==> config.mk <==
export PLATFORM = sky130hd
export DESIGN_NAME = fex_core
export DESIGN_NICKNAME = d
export VERILOG_FILES = /design/src/rtl/fex_pkg.sv /design/src/rtl/fex_core.sv
export SDC_FILE = /design/constraint.sdc
export NUM_CORES = 1
export LEC_CHECK = 0
export BUFFER_PORTS_ARGS = -buffer_cell sky130_fd_sc_hd__buf_4
export CELL_PAD_IN_SITES_DETAIL_PLACEMENT = 1
export CELL_PAD_IN_SITES_GLOBAL_PLACEMENT = 2
export CORE_MARGIN = 2
export CORE_UTILIZATION = 34
export DETAILED_ROUTE_END_ITERATION = 12
export PLACE_DENSITY = 0.8
export SLEW_MARGIN = 20
export SYNTH_ARGS = -nofsm -noshare
export SYNTH_HDL_FRONTEND = slang
export SYNTH_SLANG_ARGS = --single-unit
==> constraint.sdc <==
create_clock -name aclk -period 6.65 [get_ports aclk]
set_input_delay 1.6625 -clock aclk [delete_from_list [all_inputs] [get_ports aclk]]
set_output_delay 1.6625 -clock aclk [all_outputs]
set_load 0.05 [all_outputs]
==> src/rtl/fex_pkg.sv <==
// Contract
// - Literal is 8 bits with register source, 5 bits with I/O or scratch field.
// - Opcode 0 move,1 add,2 and,3 xor,4 execute,5 branch,6 literal,7 jump.
// - Absolute jump carries a 13-bit address reaching 8192 locations.
// - Register to field writes merge low result bits, other bits kept.
// - Field source is right-justified, zero-extended; register gets full result.
// - Bank-select pseudo registers are write-only; reading them gives nothing.
// - Carry flag is source only and changes only on add.
// - Codes 00 aux, 01-06 work, 07 left bank, 10 carry, 11 seventh, 17 right.
// - Codes 20-27 select field LSB position in the selected byte.
// - Move copies source; register to register rotates right first.
// - Move between I/O byte and scratch byte always moves all 8 bits.
// - Add stores source plus aux; carry set on carry out, else cleared.
// - Register sources rotate for add/and/xor to a register; operands kept unless destination.
// - And stores bitwise AND, xor bitwise XOR, of source and aux.
// - Execute runs the instruction at address with low bits from literal+source.
// - After execute, sequence resumes unless target jumps or branches taken.
// - Branch redirects when source is nonzero, else next instruction.
// - Literal load moves 8 bits to register, at most 5 bits to field.
// - Absolute jump loads the address field and continues there.
// - Taken branch replaces low 8 or low 5 counter bits by the literal.
// - Each 16-bit instruction completes within one 250 ns cycle.
// - Bit positions count left to right, LSB at position 7.
package fex_pkg;

    // ------------------------------------------------------------------
    // Widths and codes
    // ------------------------------------------------------------------
    localparam int PA_W = 13;
    localparam int AXI_AW = 8;
    localparam logic [2:0] OP_MOVE = 3'h0;
    localparam logic [2:0] OP_ADD = 3'h1;
    localparam logic [2:0] OP_AND = 3'h2;
    localparam logic [2:0] OP_XOR = 3'h3;
    localparam logic [2:0] OP_EXEC = 3'h4;
    localparam logic [2:0] OP_BNZ = 3'h5;
    localparam logic [2:0] OP_LIT = 3'h6;
    localparam logic [2:0] OP_JUMP = 3'h7;
    localparam logic [4:0] CODE_AUX = 5'h00;
    localparam logic [4:0] CODE_WORK6 = 5'h06;
    localparam logic [4:0] CODE_LEFT_BANK = 5'h07;
    localparam logic [4:0] CODE_CARRY = 5'h08;
    localparam logic [4:0] CODE_SEVENTH = 5'h09;
    localparam logic [4:0] CODE_RIGHT_BANK = 5'h0f;
    localparam logic [2:0] IDX_SEVENTH = 3'h7;
    localparam logic [2:0] LEN_FULL = 3'h0;
    localparam logic [2:0] POS_LSB = 3'h7;
    localparam logic [7:0] BYTE_FULL = 8'hff;

    // ------------------------------------------------------------------
    // Register map and reset values
    // ------------------------------------------------------------------
    localparam logic [7:0] REG_CTRL = 8'h00;
    localparam logic [7:0] REG_STATUS = 8'h04;
    localparam logic [7:0] REG_STATE = 8'h08;
    localparam int CTRL_RUN = 0;
    localparam int CTRL_STEP = 1;
    localparam int STAT_CARRY = 16;
    localparam int STAT_RUN = 17;
    localparam int STAT_XEC = 18;
    localparam int STATE_AR_LSB = 8;
    localparam logic [1:0] RESP_OKAY = 2'h0;
    localparam logic [1:0] RESP_SLVERR = 2'h2;
    localparam logic [PA_W-1:0] PC_RESET = 13'h0000;
    localparam logic [7:0] BYTE_RESET = 8'h00;

    // ------------------------------------------------------------------
    // Timing
    // ------------------------------------------------------------------
    localparam int T_INSTR_NS = 250;
    localparam int CLK_PERIOD_NS = 20;
    localparam int INSTR_CYC_MAX = T_INSTR_NS / CLK_PERIOD_NS;

    // ------------------------------------------------------------------
    // Types
    // ------------------------------------------------------------------
    typedef enum logic {FEX_FETCH, FEX_EXEC} fex_state_e;

    typedef struct packed {
        logic [2:0] op;
        logic [4:0] src;
        logic [2:0] rl;
        logic [4:0] dst;
    } fex_instr_s;

    typedef struct packed {
        logic [7:0] addr;
        logic [7:0] data;
        logic we;
    } fex_byte_port_s;

endpackage

==> src/rtl/fex_core.sv <==
`timescale 1ns/1ps
module fex_core
    import fex_pkg::*;
(
    input logic aclk,
    input logic aresetn,
    input logic ce,
    input logic [AXI_AW-1:0] s_axi_awaddr,
    input logic s_axi_awvalid,
    output logic s_axi_awready,
    input logic [31:0] s_axi_wdata,
    input logic [3:0] s_axi_wstrb,
    input logic s_axi_wvalid,
    output logic s_axi_wready,
    output logic [1:0] s_axi_bresp,
    output logic s_axi_bvalid,
    input logic s_axi_bready,
    input logic [AXI_AW-1:0] s_axi_araddr,
    input logic s_axi_arvalid,
    output logic s_axi_arready,
    output logic [31:0] s_axi_rdata,
    output logic [1:0] s_axi_rresp,
    output logic s_axi_rvalid,
    input logic s_axi_rready,
    output logic [PA_W-1:0] prog_addr,
    input logic [15:0] prog_data,
    input logic [7:0] io_vector_rdata,
    output fex_byte_port_s io_vector_wr,
    input logic [7:0] scratch_store_rdata,
    output fex_byte_port_s scratch_store_wr
);

    // ------------------------------------------------------------------
    // Helpers
    // ------------------------------------------------------------------
    function automatic logic [7:0] len_mask(input logic [2:0] rl);
        logic [8:0] m;
        m = (9'h001 << rl) - 9'h001;
        len_mask = (rl == LEN_FULL) ? BYTE_FULL : m[7:0];
    endfunction

    function automatic logic [7:0] rot_right(input logic [7:0] v,
                                             input logic [2:0] n);
        logic [15:0] w;
        w = {v, v} >> n;
        rot_right = w[7:0];
    endfunction

    // ------------------------------------------------------------------
    // State
    // ------------------------------------------------------------------
    fex_state_e state;
    fex_instr_s ins;
    logic [PA_W-1:0] pc;
    logic [PA_W-1:0] exec_address_reg;
    logic in_xec;
    logic [7:0] wreg [0:7];
    logic carry_flag;
    logic [7:0] left_bank_select;
    logic [7:0] right_bank_select;
    logic run;
    logic step_req;
    logic [3:0] cyc_cnt;

    // ------------------------------------------------------------------
    // Decode
    // ------------------------------------------------------------------
    wire go = run | step_req;
    wire start = ce & (state == FEX_FETCH) & go;
    wire exec = ce & (state == FEX_EXEC);
    wire alu_op = ~ins.op[2];
    wire s_reg = ~ins.src[4];
    wire d_reg = ~ins.dst[4];
    wire [7:0] lit8 = {ins.rl, ins.dst};
    wire [4:0] lit5 = ins.dst;

    // Register read; bank selects and unassigned codes give zero
    logic [7:0] src_reg_val;
    always_comb begin
        src_reg_val = BYTE_RESET;
        if (ins.src <= CODE_WORK6) begin
            src_reg_val = wreg[ins.src[2:0]];
        end else if (ins.src == CODE_CARRY) begin
            src_reg_val = {7'h00, carry_flag};
        end else if (ins.src == CODE_SEVENTH) begin
            src_reg_val = wreg[IDX_SEVENTH];
        end
    end

    // Field source: position code counts from the left
    wire [2:0] src_sh = POS_LSB - ins.src[2:0];
    wire [7:0] src_byte = ins.src[3] ? scratch_store_rdata : io_vector_rdata;
    wire [7:0] src_shifted = src_byte >> src_sh;
    wire [7:0] src_field = src_shifted & len_mask(ins.rl);
    wire full_xfer = (ins.op == OP_MOVE) & ~s_reg & ~d_reg
                     & (ins.src[3] != ins.dst[3]);
    wire [7:0] src_rot = (s_reg & d_reg) ? rot_right(src_reg_val, ins.rl)
                         : src_reg_val;
    wire [7:0] alu_src = full_xfer ? src_byte
                         : (s_reg ? src_rot : src_field);
    wire [8:0] sum9 = {1'b0, alu_src} + {1'b0, wreg[CODE_AUX[2:0]]};

    logic [7:0] alu_res;
    always_comb begin
        case (ins.op)
            OP_ADD: alu_res = sum9[7:0];
            OP_AND: alu_res = alu_src & wreg[CODE_AUX[2:0]];
            OP_XOR: alu_res = alu_src ^ wreg[CODE_AUX[2:0]];
            default: alu_res = alu_src;
        endcase
    end

    // Destination: literal load names it in the source slot
    wire is_lit = (ins.op == OP_LIT);
    wire [4:0] wr_code = is_lit ? ins.src : ins.dst;
    wire wr_reg = ~wr_code[4];
    wire wr_en = exec & (alu_op | is_lit);
    wire [7:0] lit_val = wr_reg ? lit8 : ({3'h0, lit5} & len_mask(ins.rl));
    wire [7:0] wr_val = is_lit ? lit_val : alu_res;

    // Field merge into the destination byte
    wire [2:0] dst_sh = POS_LSB - wr_code[2:0];
    wire [7:0] dst_old = wr_code[3] ? scratch_store_rdata : io_vector_rdata;
    wire [7:0] dst_mask = full_xfer ? BYTE_FULL
                          : 8'(len_mask(ins.rl) << dst_sh);
    wire [7:0] dst_ins = full_xfer ? wr_val : 8'(wr_val << dst_sh);
    wire [7:0] merged = (dst_old & ~dst_mask) | (dst_ins & dst_mask);

    logic [2:0] wr_idx;
    logic wr_idx_ok;
    always_comb begin
        wr_idx = wr_code[2:0];
        wr_idx_ok = wr_reg & (wr_code <= CODE_WORK6);
        if (wr_code == CODE_SEVENTH) begin
            wr_idx = IDX_SEVENTH;
            wr_idx_ok = 1'b1;
        end
    end

    // ------------------------------------------------------------------
    // Program flow
    // ------------------------------------------------------------------
    wire [7:0] test_val = s_reg ? src_reg_val : src_field;
    wire [7:0] xec_sum = lit8 + src_reg_val;
    wire [4:0] xec_sum5 = lit5 + src_field[4:0];
    wire [PA_W-1:0] xec_target = s_reg
        ? {exec_address_reg[PA_W-1:8], xec_sum}
        : {exec_address_reg[PA_W-1:5], xec_sum5};
    wire bnz_taken = (ins.op == OP_BNZ) & (test_val != BYTE_RESET);
    wire [PA_W-1:0] bnz_target = s_reg
        ? {exec_address_reg[PA_W-1:8], lit8}
        : {exec_address_reg[PA_W-1:5], lit5};
    wire [PA_W-1:0] seq_next = pc + 13'h0001;

    logic [PA_W-1:0] next_ar;
    always_comb begin
        if (ins.op == OP_JUMP) begin
            next_ar = {ins.src, ins.rl, ins.dst};
        end else if (bnz_taken) begin
            next_ar = bnz_target;
        end else if (ins.op == OP_EXEC) begin
            next_ar = xec_target;
        end else begin
            next_ar = seq_next;
        end
    end
    wire [PA_W-1:0] next_pc = (ins.op == OP_EXEC) ? pc : next_ar;

    assign prog_addr = exec_address_reg;

    always_ff @(posedge aclk) begin
        if (!aresetn) begin
            state <= FEX_FETCH;
            ins <= '0;
            pc <= PC_RESET;
            exec_address_reg <= PC_RESET;
            in_xec <= 1'b0;
            cyc_cnt <= 4'h0;
        end else if (ce) begin
            if (start) begin
                ins <= prog_data;
                state <= FEX_EXEC;
                cyc_cnt <= 4'h1;
            end else if (state == FEX_EXEC) begin
                exec_address_reg <= next_ar;
                pc <= next_pc;
                in_xec <= (ins.op == OP_EXEC);
                state <= FEX_FETCH;
                cyc_cnt <= cyc_cnt + 4'h1;
            end
        end
    end

    // ------------------------------------------------------------------
    // Working registers, flag and bank selects
    // ------------------------------------------------------------------
    genvar g;
    generate
        for (g = 0; g < 8; g++) begin : g_wreg
            always_ff @(posedge aclk) begin
                if (!aresetn) begin
                    wreg[g] <= BYTE_RESET;
                end else if (ce & wr_en & wr_idx_ok & (wr_idx == g)) begin
                    wreg[g] <= wr_val;
                end
            end
        end
    endgenerate

    always_ff @(posedge aclk) begin
        if (!aresetn) begin
            carry_flag <= 1'b0;
            left_bank_select <= BYTE_RESET;
            right_bank_select <= BYTE_RESET;
        end else if (ce) begin
            if (exec & (ins.op == OP_ADD)) begin
                carry_flag <= sum9[8];
            end
            if (wr_en & (wr_code == CODE_LEFT_BANK)) begin
                left_bank_select <= wr_val;
            end
            if (wr_en & (wr_code == CODE_RIGHT_BANK)) begin
                right_bank_select <= wr_val;
            end
        end
    end

    // ------------------------------------------------------------------
    // Byte buses
    // ------------------------------------------------------------------
    always_ff @(posedge aclk) begin
        if (!aresetn) begin
            io_vector_wr.data <= BYTE_RESET;
            io_vector_wr.we <= 1'b0;
            scratch_store_wr.data <= BYTE_RESET;
            scratch_store_wr.we <= 1'b0;
        end else if (ce) begin
            io_vector_wr.we <= wr_en & ~wr_reg & ~wr_code[3];
            scratch_store_wr.we <= wr_en & ~wr_reg & wr_code[3];
            if (wr_en & ~wr_reg) begin
                io_vector_wr.data <= merged;
                scratch_store_wr.data <= merged;
            end
        end
    end
    assign io_vector_wr.addr = left_bank_select;
    assign scratch_store_wr.addr = right_bank_select;

    // ------------------------------------------------------------------
    // Register bus
    // ------------------------------------------------------------------
    wire aw_take = ce & s_axi_awvalid & s_axi_wvalid & ~s_axi_bvalid;
    wire ar_take = ce & s_axi_arvalid & ~s_axi_rvalid;
    wire wr_ctrl = aw_take & (s_axi_awaddr == REG_CTRL) & s_axi_wstrb[0];
    wire aw_hit = (s_axi_awaddr == REG_CTRL) | (s_axi_awaddr == REG_STATUS)
                  | (s_axi_awaddr == REG_STATE);
    wire ar_hit = (s_axi_araddr == REG_CTRL) | (s_axi_araddr == REG_STATUS)
                  | (s_axi_araddr == REG_STATE);
    assign s_axi_awready = aw_take;
    assign s_axi_wready = aw_take;
    assign s_axi_arready = ar_take;

    logic [31:0] rd_mux;
    always_comb begin
        rd_mux = 32'h0000_0000;
        case (s_axi_araddr)
            REG_CTRL: begin
                rd_mux[CTRL_RUN] = run;
                rd_mux[CTRL_STEP] = step_req;
            end
            REG_STATUS: begin
                rd_mux[PA_W-1:0] = pc;
                rd_mux[STAT_CARRY] = carry_flag;
                rd_mux[STAT_RUN] = (state == FEX_EXEC);
                rd_mux[STAT_XEC] = in_xec;
            end
            REG_STATE: begin
                rd_mux[7:0] = wreg[CODE_AUX[2:0]];
                rd_mux[STATE_AR_LSB +: PA_W] = exec_address_reg;
            end
            default: rd_mux = 32'h0000_0000;
        endcase
    end

    always_ff @(posedge aclk) begin
        if (!aresetn) begin
            run <= 1'b0;
            step_req <= 1'b0;
            s_axi_bvalid <= 1'b0;
            s_axi_bresp <= RESP_OKAY;
            s_axi_rvalid <= 1'b0;
            s_axi_rdata <= 32'h0000_0000;
            s_axi_rresp <= RESP_OKAY;
        end else if (ce) begin
            if (wr_ctrl) begin
                run <= s_axi_wdata[CTRL_RUN];
            end
            // A new step request wins over the one being consumed
            step_req <= (step_req & ~start)
                        | (wr_ctrl & s_axi_wdata[CTRL_STEP]);
            if (aw_take) begin
                s_axi_bvalid <= 1'b1;
                s_axi_bresp <= aw_hit ? RESP_OKAY : RESP_SLVERR;
            end else if (s_axi_bready) begin
                s_axi_bvalid <= 1'b0;
            end
            if (ar_take) begin
                s_axi_rvalid <= 1'b1;
                s_axi_rdata <= rd_mux;
                s_axi_rresp <= ar_hit ? RESP_OKAY : RESP_SLVERR;
            end else if (s_axi_rready) begin
                s_axi_rvalid <= 1'b0;
            end
        end
    end

    // ------------------------------------------------------------------
    // Checks
    // ------------------------------------------------------------------
    property p_jump;
        @(posedge aclk) disable iff (!aresetn || !ce)
        (exec && ins.op == OP_JUMP)
            |=> (exec_address_reg == $past({ins.src, ins.rl, ins.dst}))
                && (pc == exec_address_reg);
    endproperty
    a_jump: assert property (p_jump)
        else $error("jump did not load the address field");

    property p_carry_only_add;
        @(posedge aclk) disable iff (!aresetn || !ce)
        $changed(carry_flag) |-> $past(exec && ins.op == OP_ADD);
    endproperty
    a_carry_only_add: assert property (p_carry_only_add)
        else $error("carry flag changed outside an add");

    property p_seq;
        @(posedge aclk) disable iff (!aresetn || !ce)
        (exec && alu_op && !in_xec)
            |=> exec_address_reg == $past(exec_address_reg) + 13'h0001;
    endproperty
    a_seq: assert property (p_seq)
        else $error("data instruction did not advance sequentially");

    property p_bnz_zero;
        @(posedge aclk) disable iff (!aresetn || !ce)
        (exec && ins.op == OP_BNZ && test_val == BYTE_RESET)
            |=> exec_address_reg == $past(pc) + 13'h0001;
    endproperty
    a_bnz_zero: assert property (p_bnz_zero)
        else $error("branch on zero source did not fall through");

    property p_bnz_taken;
        @(posedge aclk) disable iff (!aresetn || !ce)
        (exec && ins.op == OP_BNZ && s_reg && test_val != BYTE_RESET)
            |=> (exec_address_reg[7:0] == $past(lit8))
                && (exec_address_reg[PA_W-1:8]
                    == $past(exec_address_reg[PA_W-1:8]));
    endproperty
    a_bnz_taken: assert property (p_bnz_taken)
        else $error("taken branch did not replace low counter bits");

    property p_xec_hold;
        @(posedge aclk) disable iff (!aresetn || !ce)
        (exec && ins.op == OP_EXEC)
            |=> in_xec && (pc == $past(pc))
                && (exec_address_reg == $past(xec_target));
    endproperty
    a_xec_hold: assert property (p_xec_hold)
        else $error("execute did not fetch the formed address");

    property p_xec_return;
        @(posedge aclk) disable iff (!aresetn || !ce)
        (exec && in_xec && alu_op)
            |=> (pc == $past(pc) + 13'h0001) && !in_xec;
    endproperty
    a_xec_return: assert property (p_xec_return)
        else $error("sequence did not resume after executed target");

    property p_bank_select;
        @(posedge aclk) disable iff (!aresetn || !ce)
        (wr_en && wr_code == CODE_LEFT_BANK)
            |=> left_bank_select == $past(wr_val);
    endproperty
    a_bank_select: assert property (p_bank_select)
        else $error("left bank select not written");

    property p_instr_time;
        @(posedge aclk) disable iff (!aresetn || !ce)
        start |=> (state == FEX_EXEC) ##1 (state == FEX_FETCH)
                  && (cyc_cnt <= INSTR_CYC_MAX);
    endproperty
    a_instr_time: assert property (p_instr_time)
        else $error("instruction took longer than one instruction cycle");

    property p_field_keep;
        @(posedge aclk) disable iff (!aresetn || !ce)
        (wr_en && !wr_reg && !wr_code[3])
            |=> io_vector_wr.we
                && ((io_vector_wr.data & ~$past(dst_mask))
                    == ($past(io_vector_rdata) & ~$past(dst_mask)));
    endproperty
    a_field_keep: assert property (p_field_keep)
        else $error("bits outside the selected field were altered");

endmodule

==> results by group <==
Detailed routing
  – # DRC: 0
  – TritonRoute pass-1 iters: 6
  – Initial DRC Count: 882
  – Vias post-DR: 11100
  – Post-route ant nets: 0
  – Via density: 5.88
  – Wire per inst: 24.7 um
  – Final wirelength: 46700 um

Placed design
  – Post-detail-place hpwl: 35400 um
  – Routability Congestion: 0.973
  – PortBufs: 133

Clocking
  – Clock Latency Late Sink: 0.45 ns
  – CTS clk-pin slew, worst paths: 0.08 ns
  – CTS tree: done
  – Post-CTS Resized: 0
  – Hold_buf cts: 0
  – Root Driver: clkbuf_16
  – H-tree depth: 4
  – Setup Fix Bufs, Post-CTS: 0
  – Clock sinks: 165
  – Total CTS buffers: 17
  – Longest Clk Path Bufs: 2

Die
  – Core ar.: 0.0325 mm^2
  – Starting Density: 0.344
  – # IOs: 180
  – Die Area: 0.0343 mm^2
  – Row count: 66
  – Die H: 185 um
  – Die width: 185 um

Power
  – Worst vdd ir: 0.274 mV
  – Sw Pwr: 0.618 mW
  – Cell internal pwr: 1.76 mW
  – Logic pwr share: 0.096
  – P_leak: 5.12 nW
  – Clock group share of total power: 0.451
  – Seq pwr share: 0.454
  – Switching portion of total power: 0.260
  – Power per standard cell area: 180 mW/mm^2

STA
  – Setup TNS: 0 ns
  – Hold_ws: 0.455 ns
  – Final setup vio count: 0
  – Crit path time final: 5.91 ns
  – Fmax achieved: 169 MHz
  – Max-slew violation count: 0
  – Hold Fails Final Rpt: 0
  – Worst-Margin Slew: 1.02 ns
  – Max_slew headroom: 0.319
  – Clk_skew: 0.0150 ns
  – Final period utilization: 0.889
  – RSZ-0062 raised after global routing: no

Worst setup path
  – Crit path launch type: register
  – Worst EP required: 6.98 ns
  – CP endpoint kind: register
  – Crit path max fanout: 11
  – Arr. time, crit path: 6.24 ns
  – Setup CP Type: reg2reg

Layout
  – Area of the multi-input gates: 0.00656 mm^2
  – Most frequent cells in the layout: 200 x nor2_1, 185 x buf_4, 134 x nand2_1
  – ANT cells: 0
  – Area grow syn2layout: 18.4%
  – Filler cells: 3857
  – FF+latch area: 0.00395 mm^2
  – Commonest non-fill, non-tap cell in the layout: nor2_1
  – Share of layout cells above drive strength 1: 0.193
  – Final core utilization: 0.407
  – Final net count: 1555

Logic synthesis
  – Synth Area in Adders: 0.0278
  – Post-synthesis mux area share: 0.0904
  – Xor-xnor portion of the synthesized cell area: 0.0188
  – Top_reg_cell synth: dfxtp_1
  – Synthesized netlist cell count: 1344
  – Synth cell types: 96
  – Main combinational cell family by area after synthesis: compound AO/OA/AOI/OAI gates
  – Register bit count reported by yosys: 165
  – YS warnings: 0
  – Mean Syn Cell Area: 8.30 um^2
  – Synth Cell Area: 0.0112 mm^2
  – Synth Area in Compound Gates: 0.242
  – Register area share after synthesis: 0.353
  – Post-synth EDFFs: 64
  – Post-synth ARST share: 0
  – Simple-Gate Fraction of Synth Area: 0.203

Flow run
  – Max-cap violations: 0

GRT
  – GR Overflow Total: 0
  – Largest net degree at the start of global routing: 68
  – Vias in the first global route: 10800
  – Initial antenna violation count: 0
  – First-pass GRT wire length: 68800 um
  – Total GRT Usage: 0.273

Outcome
  – Status: finished, final reports clean

Hold path
  – Hold crit path type: reg2reg
==> layout make-up <==
type | count | share of cell area
multi-input cells | 1044 | 0.496
flip-flops and latches | 165 | 0.298
repair buffers | 187 | 0.108
well taps | 442 | 0.0418
clock buffers | 20 | 0.0363
clock inverters | 12 | 0.0116
inverters | 25 | 0.00729
==> logic make-up after synthesis <==
| logic type | Yosys count |
|---|---|
| multiplexers | 84 |
| XOR/XNOR | 24 |
| AO/OA/AOI/OAI | 400 |
| buffers and inverters | 147 |
| other | 1 |
| flip-flops | 165 |
| adder cells (fa/ha/maj) | 23 |
| AND/OR/NAND/NOR | 500 |
==> path summary, 6_finish.rpt <==
| kind | endpoint | from | slack, ns | depth (start not counted) |
|---|---|---|---|---|
| setup / recovery | scratch_store_wr[7] | register | 0.74 | 19 |
| hold / removal | s_axi_rdata[20] | s_axi_rdata[20] | 0.46 | 2 |
| setup reg to reg | scratch_store_wr[7] | register | 0.74 | 19 |
| hold reg to reg | s_axi_rdata[20] | s_axi_rdata[20] | 0.46 | 2 |
==> cells in the mapped netlist (all sizes together) (4+ instances only) <==
cell	instances	area [um^2]
a211oi	22	165
a21o	10	75.1
a21oi	108	544
a221o	6	60.1
a221oi	19	173
a22o	4	35.0
a22oi	6	45.0
a311oi	4	52.6
a31oi	12	81.3
a32o	6	60.1
a32oi	7	61.3
and2	8	50.1
and3	12	75.1
buf	49	350
clkbuf	73	274
dfxtp	101	2020
edfxtp	64	1920
ha	20	250
inv	23	88.8
mux2	22	263
mux2i	52	521
mux4	10	225
nand2	134	503
nand2b	10	62.6
nand3	29	145
nand3b	5	37.5
nand4	5	31.3
nor2	201	762
nor2b	18	113
nor3	38	195
nor4	6	37.5
o211ai	14	105
o21a	6	52.6
o21ai	93	473
o221ai	4	35.0
o22ai	20	131
o2bb2ai	5	50.0
o31ai	10	80.1
o32ai	12	120
or2	9	56.3
or3	12	75.1
xnor2	18	158
xor2	6	52.6
==> power groups by stage <==
stage          registers (mW)  logic, mW  clock network [mW]
5_1_grt                  1.08      0.241                1.12
6_report                 1.08      0.228                1.07
4_1_cts                  1.08      0.226                1.09
3_5_place_dp             1.10      0.225                   0
3_3_place_gp             1.10      0.222                   0
2_1_floorplan            1.12      0.116                   0
==> metal layers <==
layer  global-route usage  wire (um)  vias to the layer above  share of wire
li1                     -          -                     5109              -
met1                0.368      20600                     5533           0.44
met2                0.431      21400                      425           0.46
met3               0.0480       3040                       81          0.065
met4                0.112       1710                        0          0.037
met5                    0          0                        -              0
==> state kept, by name (all words and copies together) (netlist names), 5 cells and up, named ones only <==
register / flops
prog_addr: 13
lit5: 5
scratch_store_wr: 9
right_bank_select: 8
wreg: 64
left_bank_select: 8
s_axi_rdata: 21
ins: 11
pc: 13
==> through the flow <==
step	cells	power [mW]	instance area (um^2)	setup WS (ns)
after floorplan	1356	1.24	11200	1.25
after global placement	1863	1.32	12600	0.534
after detailed placement	1863	1.33	12600	0.489
after CTS	1895	2.39	13200	0.770
after global routing	1895	2.44	13200	0.293
final	1895	2.38	13200	0.740
==> critical path, cell delays in order (launching register included) <==
cell and delay (ns):
dfxtp_1 0.69, buf_12 0.22, mux2i_1 0.32, o21ai_1 0.18, o32ai_2 0.65, mux2i_1 0.18, a221o_1 0.44, o31ai_1 0.24
a21oi_1 0.19, fa_1 0.46, a211oi_1 0.32, nor2_1 0.15, o31a_1 0.26, a32oi_1 0.22, o2111ai_1 0.15, o21ai_1 0.40
buf_4 0.30, a21oi_1 0.10, o211ai_1 0.21, nand3_1 0.09
Note: power is estimated with default switching activity, not from simulation.
